File: config.mk
export PLATFORM = sky130hd
export DESIGN_NAME = fpl_front_panel
export DESIGN_NICKNAME = d
export VERILOG_FILES = /design/src/fpl_pkg.sv /design/src/fpl_blink.sv /design/src/fpl_front_panel.sv /design/src/fpl_sync.sv
export SDC_FILE = /design/constraint.sdc
export NUM_CORES = 1
export LEC_CHECK = 0
export BUFFER_PORTS_ARGS = -buffer_cell sky130_fd_sc_hd__clkbuf_2
export CAP_MARGIN = 20
export CORE_MARGIN = 2
export CORE_UTILIZATION = 45
export CTS_CLUSTER_SIZE = 24
export DETAILED_ROUTE_END_ITERATION = 10
export PLACE_DENSITY = 0.76
export REMOVE_ABC_BUFFERS = 1
export SLEW_MARGIN = 5
export SYNTH_ARGS = -nofsm -noshare
export SYNTH_HDL_FRONTEND = slang
export SYNTH_SLANG_ARGS = --single-unit
File: constraint.sdc
create_clock -name clk -period 3.3 [get_ports clk]
set_input_delay 0.495 -clock clk [delete_from_list [all_inputs] [get_ports clk]]
set_output_delay 0.495 -clock clk [all_outputs]
set_load 0.01 [all_outputs]
File: src/fpl_pkg.sv
/*
  Shared constants, states and carrier types of the front-panel indicator block.
  Assumes one 10 MHz system clock and an active-low asynchronous reset.
*/
package fpl_pkg;

  // ----------------------------------------------------------------
  // Timing
  // ----------------------------------------------------------------
  localparam int unsigned FPL_CLK_HZ = 10_000_000;
  localparam int unsigned FPL_DARK_DELAY_S = 60;
  localparam logic [29:0] FPL_DARK_DELAY_CYC = 30'(64'(FPL_DARK_DELAY_S) * 64'(FPL_CLK_HZ));
  localparam int unsigned FPL_BLINK_W = 24;
  localparam logic [2:0] FPL_LOCK_FLASH_HALVES = 3'h6;
  localparam int unsigned FPL_SYNC_STAGES = 3;

  // ----------------------------------------------------------------
  // Encodings
  // ----------------------------------------------------------------
  localparam logic [1:0] FPL_CONV_PASSTHROUGH = 2'h0;
  localparam logic [1:0] FPL_CONV_HALVES_SPLIT = 2'h1;
  localparam logic [1:0] FPL_CONV_CHROMA_SUB = 2'h2;
  localparam logic FPL_SEL_INPUT1 = 1'h0;
  localparam logic FPL_SEL_INPUT2 = 1'h1;

  typedef enum logic [1:0] {
    FPL_BOOT_IDLE = 2'b00,
    FPL_BOOT_SELFTEST = 2'b01,
    FPL_BOOT_RESTORE = 2'b10,
    FPL_BOOT_RUN = 2'b11
  } fpl_boot_e;

  // ----------------------------------------------------------------
  // Carriers
  // ----------------------------------------------------------------
  typedef struct packed {
    logic power_good;
    logic out_of_op;
    logic link_ok;
    logic link_err;
    logic enc_on;
    logic enc_err;
    logic [1:0] in_valid;
    logic video_ok;
    logic video_err;
    logic [1:0] conv_mode;
    logic laser_active;
  } fpl_status_s;

  typedef struct packed {
    logic power_g;
    logic link_g;
    logic link_y;
    logic prot_g;
    logic prot_y;
    logic in1_g;
    logic in1_y;
    logic in2_g;
    logic in2_y;
    logic sig_g;
    logic sig_y;
    logic conv_g;
    logic conv_y;
    logic laser_r;
  } fpl_led_s;

  localparam fpl_led_s FPL_LED_OFF = '0;

endpackage

File: src/fpl_blink.sv
/*
  Shared blink timebase: a phase that toggles every half_period cycles and
  a one-cycle tick on each toggle. A half period of zero acts as one.
  Assumes half_period is a quasi-static setting.
*/
`timescale 1ns/1ps
module fpl_blink
  import fpl_pkg::*;
(
  input wire logic clk,
  input wire logic rst_n,
  input wire logic [FPL_BLINK_W-1:0] half_period,
  output logic phase,
  output logic tick
);

  typedef struct packed {
    logic [FPL_BLINK_W-1:0] cnt;
    logic phase;
    logic tick;
  } fpl_blink_s;

  fpl_blink_s r;
  fpl_blink_s next_r;

  always_comb
  begin
    next_r = r;
    next_r.tick = 1'b0;
    // Comparing with >= lets a shortened period take effect at once.
    if (r.cnt + FPL_BLINK_W'(1) >= half_period)
    begin
      next_r.cnt = '0;
      next_r.phase = ~r.phase;
      next_r.tick = 1'b1;
    end
    else
    begin
      next_r.cnt = r.cnt + FPL_BLINK_W'(1);
    end
  end

  always_ff @(posedge clk or negedge rst_n)
  begin
    if (!rst_n)
    begin
      r <= '0;
    end
    else
    begin
      r <= next_r;
    end
  end

  assign phase = r.phase;
  assign tick = r.tick;

endmodule // fpl_blink

File: src/fpl_front_panel.sv
/*
  Front-panel indicator and select-button logic for one end of a fiber
  video extender, transmitter or receiver as chosen by a strap.
  Assumes status inputs come from logic on clk; the buttons and the knob
  come from pins and are synchronised here.
*/
// Contract
// - Self-test, then restore saved configuration, then run.
// - Dark mode keeps every status LED dark.
// - Transmitter power LED: blink ready, steady halted.
// - Receiver power LED blinks only when ready.
// - Protection LED: green encrypted, off, yellow-blink error.
// - Input LEDs reflect selection and valid video.
// - Conversion LED: green split, off, yellow subsample.
// - Laser LED red while optical transmitter active.
// - Locked panel press flashes LEDs green three times.
// - Select press toggles between input 1 and 2.
// - Button never enables, only disables, automatic choice.
// - Transmitter LEDs, backlight dark 60 s after enable.
// - First press in dark mode only wakes.
`timescale 1ns/1ps
module fpl_front_panel
  import fpl_pkg::*;
#(
  parameter logic [29:0] DARK_DELAY_CYC = FPL_DARK_DELAY_CYC
)
(
  input wire logic clk,
  input wire logic rst_n,
  input wire logic role_tx,
  input wire logic self_test_done,
  input wire logic cfg_restore_done,
  input wire fpl_status_s status,
  input wire logic dark_mode_en,
  input wire logic panel_lock,
  input wire logic auto_sel_set,
  input wire logic auto_sel_input,
  input wire logic [FPL_BLINK_W-1:0] blink_half_period,
  input wire logic button_pin,
  input wire logic knob_pin,
  output fpl_led_s led,
  output logic backlight_on,
  output logic self_test_req,
  output logic cfg_restore_req,
  output logic op_ready,
  output logic sel_input,
  output logic auto_sel_active,
  output logic func_press
);

  // ----------------------------------------------------------------
  // State
  // ----------------------------------------------------------------
  typedef struct packed {
    fpl_boot_e boot;
    logic is_tx;
    logic sel;
    logic auto_on;
    logic hidden;
    logic [29:0] dark_cnt;
    logic [2:0] flash_halves;
    logic btn_prev;
    logic knob_prev;
    logic func_press;
    logic self_test_req;
    logic cfg_restore_req;
    fpl_led_s led;
    logic backlight;
    logic op_ready;
  } fpl_fp_s;

  fpl_fp_s r;
  fpl_fp_s next_r;

  logic btn_level;
  logic knob_level;
  logic blink_phase;
  logic blink_tick;
  logic press;
  logic knob_move;
  logic contact;
  fpl_led_s normal;

  // ----------------------------------------------------------------
  // Pins and timebase
  // ----------------------------------------------------------------
  fpl_sync u_sync_btn (
    .clk(clk),
    .rst_n(rst_n),
    .pin(button_pin),
    .level(btn_level)
  );

  fpl_sync u_sync_knob (
    .clk(clk),
    .rst_n(rst_n),
    .pin(knob_pin),
    .level(knob_level)
  );

  // Every blinking LED follows this one timebase (phase, or tick for the lock flash) so they stay in step.
  fpl_blink u_blink (
    .clk(clk),
    .rst_n(rst_n),
    .half_period(blink_half_period),
    .phase(blink_phase),
    .tick(blink_tick)
  );

  assign press = btn_level & ~r.btn_prev;
  assign knob_move = knob_level ^ r.knob_prev;
  assign contact = press | knob_move;

  // ----------------------------------------------------------------
  // Indicator patterns
  // ----------------------------------------------------------------
  always_comb
  begin
    normal = FPL_LED_OFF;
    if (r.is_tx)
    begin
      if (status.power_good && status.out_of_op)
      begin
        normal.power_g = 1'b1;
      end
      else if (status.power_good && r.boot == FPL_BOOT_RUN)
      begin
        normal.power_g = blink_phase;
      end
    end
    else if (status.power_good && !status.out_of_op && r.boot == FPL_BOOT_RUN)
    begin
      normal.power_g = blink_phase;
    end
    if (status.link_err)
    begin
      normal.link_y = blink_phase;
    end
    else
    begin
      normal.link_g = status.link_ok;
    end
    if (status.enc_err)
    begin
      normal.prot_y = blink_phase;
    end
    else
    begin
      normal.prot_g = status.enc_on;
    end
    if (r.is_tx)
    begin
      // A single select bit means at most one input LED can be green.
      normal.in1_g = (r.sel == FPL_SEL_INPUT1) &&
                     (status.in_valid[0] || blink_phase);
      normal.in1_y = (r.sel != FPL_SEL_INPUT1) && status.in_valid[0];
      normal.in2_g = (r.sel == FPL_SEL_INPUT2) &&
                     (status.in_valid[1] || blink_phase);
      normal.in2_y = (r.sel != FPL_SEL_INPUT2) && status.in_valid[1];
    end
    else
    begin
      if (status.video_err)
      begin
        normal.sig_y = blink_phase;
      end
      else
      begin
        normal.sig_g = status.video_ok;
      end
      case (status.conv_mode)
        FPL_CONV_HALVES_SPLIT: normal.conv_g = 1'b1;
        FPL_CONV_CHROMA_SUB: normal.conv_y = 1'b1;
        default: normal.conv_g = 1'b0;
      endcase
    end
    normal.laser_r = status.laser_active;
  end

  // ----------------------------------------------------------------
  // Next state
  // ----------------------------------------------------------------
  always_comb
  begin
    next_r = r;
    next_r.btn_prev = btn_level;
    next_r.knob_prev = knob_level;
    next_r.func_press = 1'b0;

    case (r.boot)
      FPL_BOOT_IDLE:
      begin
        // The strap is caught here, after reset has released.
        next_r.is_tx = role_tx;
        next_r.self_test_req = 1'b1;
        next_r.boot = FPL_BOOT_SELFTEST;
      end
      FPL_BOOT_SELFTEST:
      begin
        if (self_test_done)
        begin
          next_r.self_test_req = 1'b0;
          next_r.cfg_restore_req = 1'b1;
          next_r.boot = FPL_BOOT_RESTORE;
        end
      end
      FPL_BOOT_RESTORE:
      begin
        if (cfg_restore_done)
        begin
          next_r.cfg_restore_req = 1'b0;
          next_r.op_ready = 1'b1;
          next_r.boot = FPL_BOOT_RUN;
        end
      end
      FPL_BOOT_RUN:
      begin
        next_r.boot = FPL_BOOT_RUN;
      end
      default:
      begin
        next_r.boot = FPL_BOOT_IDLE;
      end
    endcase

    // Dark timer: the transmitter waits the delay, the receiver hides at once.
    if (!dark_mode_en)
    begin
      next_r.hidden = 1'b0;
      next_r.dark_cnt = '0;
    end
    else if (r.hidden && contact)
    begin
      next_r.hidden = 1'b0;
      next_r.dark_cnt = '0;
    end
    else if (!r.hidden)
    begin
      if (!r.is_tx || r.dark_cnt + 30'h1 >= DARK_DELAY_CYC)
      begin
        next_r.hidden = 1'b1;
        next_r.dark_cnt = '0;
      end
      else if (contact)
      begin
        next_r.dark_cnt = '0;
      end
      else
      begin
        next_r.dark_cnt = r.dark_cnt + 30'h1;
      end
    end

    // Automatic input choice: software may set it, the button only clears it.
    if (auto_sel_set)
    begin
      next_r.auto_on = 1'b1;
    end

    // Button actions run only when the press is not spent on waking.
    if (press && !r.hidden && r.boot == FPL_BOOT_RUN)
    begin
      if (panel_lock)
      begin
        next_r.flash_halves = FPL_LOCK_FLASH_HALVES;
      end
      else if (r.is_tx)
      begin
        next_r.sel = ~r.sel;
        next_r.auto_on = 1'b0;
      end
      else
      begin
        next_r.func_press = 1'b1;
      end
    end
    else if (r.auto_on && r.is_tx)
    begin
      next_r.sel = auto_sel_input;
    end

    if (r.flash_halves != 3'h0 && blink_tick)
    begin
      next_r.flash_halves = r.flash_halves - 3'h1;
    end

    // Output image: hidden beats the lock flash, which beats normal display.
    if (r.hidden)
    begin
      next_r.led = FPL_LED_OFF;
      next_r.backlight = 1'b0;
    end
    else if (r.flash_halves != 3'h0)
    begin
      next_r.led = FPL_LED_OFF;
      next_r.led.power_g = r.flash_halves[0];
      next_r.led.link_g = r.flash_halves[0];
      next_r.led.prot_g = r.flash_halves[0];
      next_r.led.in1_g = r.flash_halves[0] & r.is_tx;
      next_r.led.in2_g = r.flash_halves[0] & r.is_tx;
      next_r.led.sig_g = r.flash_halves[0] & ~r.is_tx;
      next_r.led.conv_g = r.flash_halves[0] & ~r.is_tx;
      next_r.led.laser_r = status.laser_active;
      next_r.backlight = 1'b1;
    end
    else
    begin
      next_r.led = normal;
      next_r.backlight = 1'b1;
    end
  end

  // ----------------------------------------------------------------
  // Registers
  // ----------------------------------------------------------------
  always_ff @(posedge clk or negedge rst_n)
  begin
    if (!rst_n)
    begin
      r <= '0;
    end
    else
    begin
      r <= next_r;
    end
  end

  assign led = r.led;
  assign backlight_on = r.backlight;
  assign self_test_req = r.self_test_req;
  assign cfg_restore_req = r.cfg_restore_req;
  assign op_ready = r.op_ready;
  assign sel_input = r.sel;
  assign auto_sel_active = r.auto_on;
  assign func_press = r.func_press;

endmodule // fpl_front_panel

File: src/fpl_sync.sv
/*
  Three-stage synchroniser for one pin; the output changes only when the
  second and third stages agree, which also rejects single-cycle glitches.
  Assumes the pin is asynchronous to clk.
*/
`timescale 1ns/1ps
module fpl_sync
  import fpl_pkg::*;
(
  input wire logic clk,
  input wire logic rst_n,
  input wire logic pin,
  output logic level
);

  typedef struct packed {
    logic [FPL_SYNC_STAGES-1:0] stage;
    logic level;
  } fpl_sync_s;

  fpl_sync_s r;
  fpl_sync_s next_r;

  always_comb
  begin
    next_r = r;
    next_r.stage = {r.stage[FPL_SYNC_STAGES-2:0], pin};
    if (r.stage[1] == r.stage[2])
    begin
      next_r.level = r.stage[2];
    end
  end

  always_ff @(posedge clk or negedge rst_n)
  begin
    if (!rst_n)
    begin
      r <= '0;
    end
    else
    begin
      r <= next_r;
    end
  end

  assign level = r.level;

endmodule // fpl_sync
# Word-level counts from Yosys, hierarchy flattened
# Cells that the tools add are included.
# W data, S select, Z words.
# word_totals
inputBits,48
out_inout_bits,21
ff_bits,94
elab_cells,136
# op_classes
muxes,43
reduce_logical,32
bitwise_logic,9
magnitude_cmp,2
n_addsub,3
n_eq_ne,12
# ops
op,n
$mux W31,3
$mux W30,2
$add A30 B1 Y30 const B,1
$ge A30 B30 Y1 const B,1
$mux W15,2
$add A24 B1 Y24 const B,1
$ge A24 B24 Y1,1
$mux W24,1
$mux W1,22
$logic_and A1 B1 Y1,13
$mux W2,5
$reduce_bool A2 Y1,5
$mux W3,3
$mux W4,2
$ne A2 B2 Y1 const B,4
$pmux W2 S4,1
$reduce_and A2 Y1,4
$eq A2 B2 Y1 const B,3
$reduce_and A3 Y1,2
$eq A2 B1 Y1 const B,2
$not A1 Y1,4
$pmux W1 S2,2
$and A1 B1 Y1,3
$logic_not A1 Y1,3
8 further kinds,11

# Depth between registers and ports, before layout
# depth
depth_word,8
depth_mapped,17
ltp_nobuf,16

# Hierarchy
# A second synthesis with hierarchy kept.
# unflattened
hier_cells,666
hier_area_um2,5859.4
# modules_own_cells
module,seq_area_each_um2,cells_per_inst,area_per_inst_um2,instances
fpl_front_panel,1501.4,459,3818.7,1
fpl_blink,650.6,197,1818.0,1
fpl_sync,100.1,5,111.4,2

# Worst setup path before layout
# No wires, ideal clock.
# synth_path
path_type,register -> register
from,register u_blink.r[2] (netlist name)
to,register u_blink.r (netlist bit u_blink.phase)
period_less_slack_ps,3104
path_slack_ps,196
required_time_ps,3221
arrival_ps,3025
path_buffers,1
stages_incl_launch_ff,15
setup_ps,79
path_cell_list,dfrtp_1 ha_1 and3_1 and3_1 nand2_1 nor2_1 xor2_1 ha_1 nand4_1 nor4_1 a221oi_1 o21a_1 o21ai_1 clkbuf_1 xor2_1
# synth_via
elab_chain_cells,2
# synth_rtl
item,line,source
"start, declared",fpl_blink.sv:23,fpl_blink_s r;
"start signal, assigned",fpl_blink.sv:51,r <= next_r;
$add A24 B1 Y24,fpl_blink.sv:31,if (r.cnt + FPL_BLINK_W'(1) >= half_period)
$ge A24 B24 Y1,fpl_blink.sv:31,
# Every way passes these cells.
# A chain may end at the register's enable or synchronous reset.

# Worst setup path after layout
# layout_path
from,register u_blink.r[6] (netlist name)
to,register u_blink.r (netlist bit u_blink.phase)
# The elaborated chain is that of the path after synthesis.

==> out/results.txt <==
The flow ran to the end, and the final reports show no timing, DRC or antenna violations. The final standard cell utilization of the core is 0.5598, and the delay of the slowest critical-path stage is 0.36 ns. On the critical path, the stage with the largest delay is an instance of dfrtp_1. After routing the design area is 6780 um^2. For the max-cap violation count, the log shows 0. The starting density of the core was 0.4643; the antenna diode instance count was 0. The logs give 0 for the number of synthesis warnings and 95 for the largest net degree at the start of global routing.

The post-place setup slack is -0.1471 ns. The first routing iteration left 392 violations. The number of global-route vias before repair is 4711. In this run, synthesis produced a sequential element count of 94. The critical path is of the reg -> reg type. After detailed placement, the total cell area comes to 6259 um^2. Shortest period the worst path allows: 3.194 ns. The number of cells on the worst reg-to-reg path works out to 16. The period utilization is 0.9679, and the count of unique library cells instantiated by Yosys is 63.

The number of hold-slack violations in the final timing report was 0; the netlist area before placement was 5623 um^2. The tools report the sequential cell area fraction in the yosys report as 0.4183. During I/O placement, the number of pins put on the boundary was 69.

The number of placed instances, taps included, is 849. After the flow finishes, the layout carries non-filler instances totaling 878. The post-detailed-routing wire length came out at 14.14 mm. At the worst endpoint, the required time is 3.57 ns. Among the stages of the critical path, the cell type that occurs most often is xor2_1.

Number of nets still failing antenna checks after routing: 0. After technology mapping, the gate count stands at 613. After routing, the total negative slack on setup checks comes to 0 ns. The per-instance average area after synthesis came out at 9.173 um^2. The library cell used most frequently in the layout, excluding fill and tap cells, is dfrtp_1. The die is 115.8 um tall. Before antenna repair, the detailed router went through 5 iterations. The min-delay analysis places its worst path in the category in -> async.

The maximum frequency from static timing analysis was 313.1 MHz. Setup violations remaining at the end of the flow were counted as 0. The run gives 0.2082 as the global routing usage summed across all routing layers. In this run, synthesis inferred 0 flip-flops with an integrated enable.

The routed layout has 4902 vias. The primary flip-flop cell chosen by synthesis mapping is dfrtp_1. The clock sink total is 94, and the clock slew seen by the registers of the worst setup and hold paths is 0.07 ns. The cell sitting at the root of the clock tree is a clkbuf_16. The run gives 40 as the number of cell rows. Across the routed clock network, the largest skew measured is 0.008645 ns.

Dividing the detail-routed wire length by the instance count gives 16.10 um. The tools report the data arrival time of the critical path as 3.47 ns. The CTS H-tree depth is 3, and the per-cell via count in the routed design is 5.583. The actual slew at the worst max-slew pin is 0.7109 ns.

Peak fanout along the critical path: 7. For the largest voltage drop on the vdd net, the log shows 0.0002851 V. The run gives 2 as the buffer depth of the longest clock path. The top cell types in the final layout, fill and taps aside, are dfrtp_1, clkbuf_2, nand2_1. TritonCTS built the clock tree. The global placer's final weighted congestion was 0.8973. STA classifies the critical path startpoint as a flop. The proportion of synthesized flip-flops having asynchronous set or reset is 1.000, and the sum of overflow across all layers after global routing is 0. TritonCTS created 9 clock buffers. The core region is 12110 um^2. The number of buffer cells added on primary ports works out to 68. In this run the static leakage power is 3.342 nW. From synthesis to final layout, the design area changed by 20.58%. The run gives 0.5250 as the relative slew slack.

The area of the die came out at 13410 um^2. The number of max-slew violations in the final report was 0; the die width was 115.8 um. The first global-routing pass estimated 22.14 mm of wire.

At the end of the flow, the number of nets in the layout was 782. Number of antenna violations at the first check in global routing: 0. After detailed routing, the number of remaining DRC violations is 0.

For the worst-skew pair, the clock arrives at the later sink with an insertion delay of 0.35 ns. Placed wire-length estimate after detailed placement: 9.756 mm. The worst setup path is captured at a flop. Traced cell by cell, the critical path runs through nand3_1 > nor2_2 > buf_4 > and3_4 > and3_1 > nand2_1 > nor2_1 > xor2_1 > ha_1 > nand4_1 > nor4_2 > a221oi_2 > o21a_2 > o21ai_4 > buf_12 > xor2_1.

The ratio of cells with drive above 1 in the final layout is 0.2380, and the power per cell area is 369.8 nW/um^2. The smallest setup slack after layout was 0.1060 ns.
-- timing repair --
action                                  CTS  global route
pin swaps                                 0            16
gates resized for setup                   4            19
buffers inserted                          0            13
hold buffers                              0             0
endpoints found under the setup margin   25            55
hold endpoints to repair                  0             0
cloned                                    0             1
-- layout make-up --
| cell class | count | area [um^2] |
|---|---|---|
| clock buffer | 11 | 252.7 |
| clock inverter | 4 | 30.03 |
| fill | 1031 | 5331 |
| inverter | 39 | 146.4 |
| multi-input combinational | 443 | 3024 |
| sequential | 94 | 2354 |
| tap | 168 | 210.2 |
| timing repair buffer | 119 | 763.2 |
-- state kept, by name, indices dropped and copies added, names as in the netlist, 2 cells and up --
| signal | cells |
|---|---|
| u_sync_btn.next_r | 2 |
| u_blink.r | 24 |
| led | 14 |
| u_sync_knob.next_r | 2 |
| r | 39 |
-- power by group --
| part | internal, mW | switching (mW) |
|---|---|---|
| Combinational | 0.113 | 0.175 |
| Sequential | 1.19 | 0.0285 |
| Clock | 0.551 | 0.454 |
| Total | 1.85 | 0.658 |
-- per-stage QoR --
step                      hold WS (ns)  total power [mW]
after floorplan                 0.1994             1.358
after global placement          0.3342             1.487
after detailed placement        0.3410             1.500
after CTS                       0.2080             2.503
after global routing            0.2214             2.596
final                           0.1799             2.507
-- routing by layer --
metal | routed length (um) | share of wire | global-route usage | up-vias
met5 | 0 | 0 | 0 | -
met4 | 396 | 0.028 | 0.06984 | 0
met3 | 844 | 0.060 | 0.03975 | 36
met2 | 6867 | 0.49 | 0.3571 | 176
met1 | 6028 | 0.43 | 0.2649 | 2327
li1 | - | - | - | 2363
-- cells by family (layout without fill, tap and decap cells) --
kind of cell,Yosys count,after routing,share of synthesized area
buffers and inverters,77,173,0.06497
flip-flops,94,94,0.4183
XOR/XNOR,28,28,0.04361
multiplexers,2,2,0.003560
adder cells (fa/ha/maj),30,30,0.06587
AND/OR/NAND/NOR,258,258,0.2514
AO/OA/AOI/OAI,124,125,0.1522
-- Yosys cell counts (16+ instances only) --
master,n,area [um^2]
dfrtp_1,94,2352
nand2_1,56,210.2
inv_1,39,146.4
nor2_1,35,131.4
nand3_1,34,170.2
ha_1,28,350.3
nor2b_1,25,156.4
a21oi_1,24,120.1
and3_1,22,137.6
o21ai_0,22,110.1
buf_4,18,135.1
a21o_1,16,120.1
xnor2_1,16,140.1
-- critical path: cells and delay by family (launching register included) --
kind	cells	cell delay, ns
AOI/OAI and AO/OA	3	0.63
xor gates and xnor gates	2	0.27
adders and majority gates	1	0.31
buffers and inverters	2	0.29
DFF	1	0.36
and+or+nand+nor	8	1.26
-- worst paths after layout --
kind	from	to	slack, ns
setup / recovery	u_blink.r[6]	u_blink.phase	0.11
max in group asynchronous	rst_n	u_blink.r[13]	2.74
min in group clk	button_pin	u_sync_btn.next_r[2]	0.25
hold / removal	rst_n	r[31]	0.18
hold reg to reg	u_sync_btn.next_r[2]	u_sync_btn.next_r[3]	0.36
setup reg to reg	u_blink.r[6]	u_blink.phase	0.11
Power figures use the tool's default switching activity.
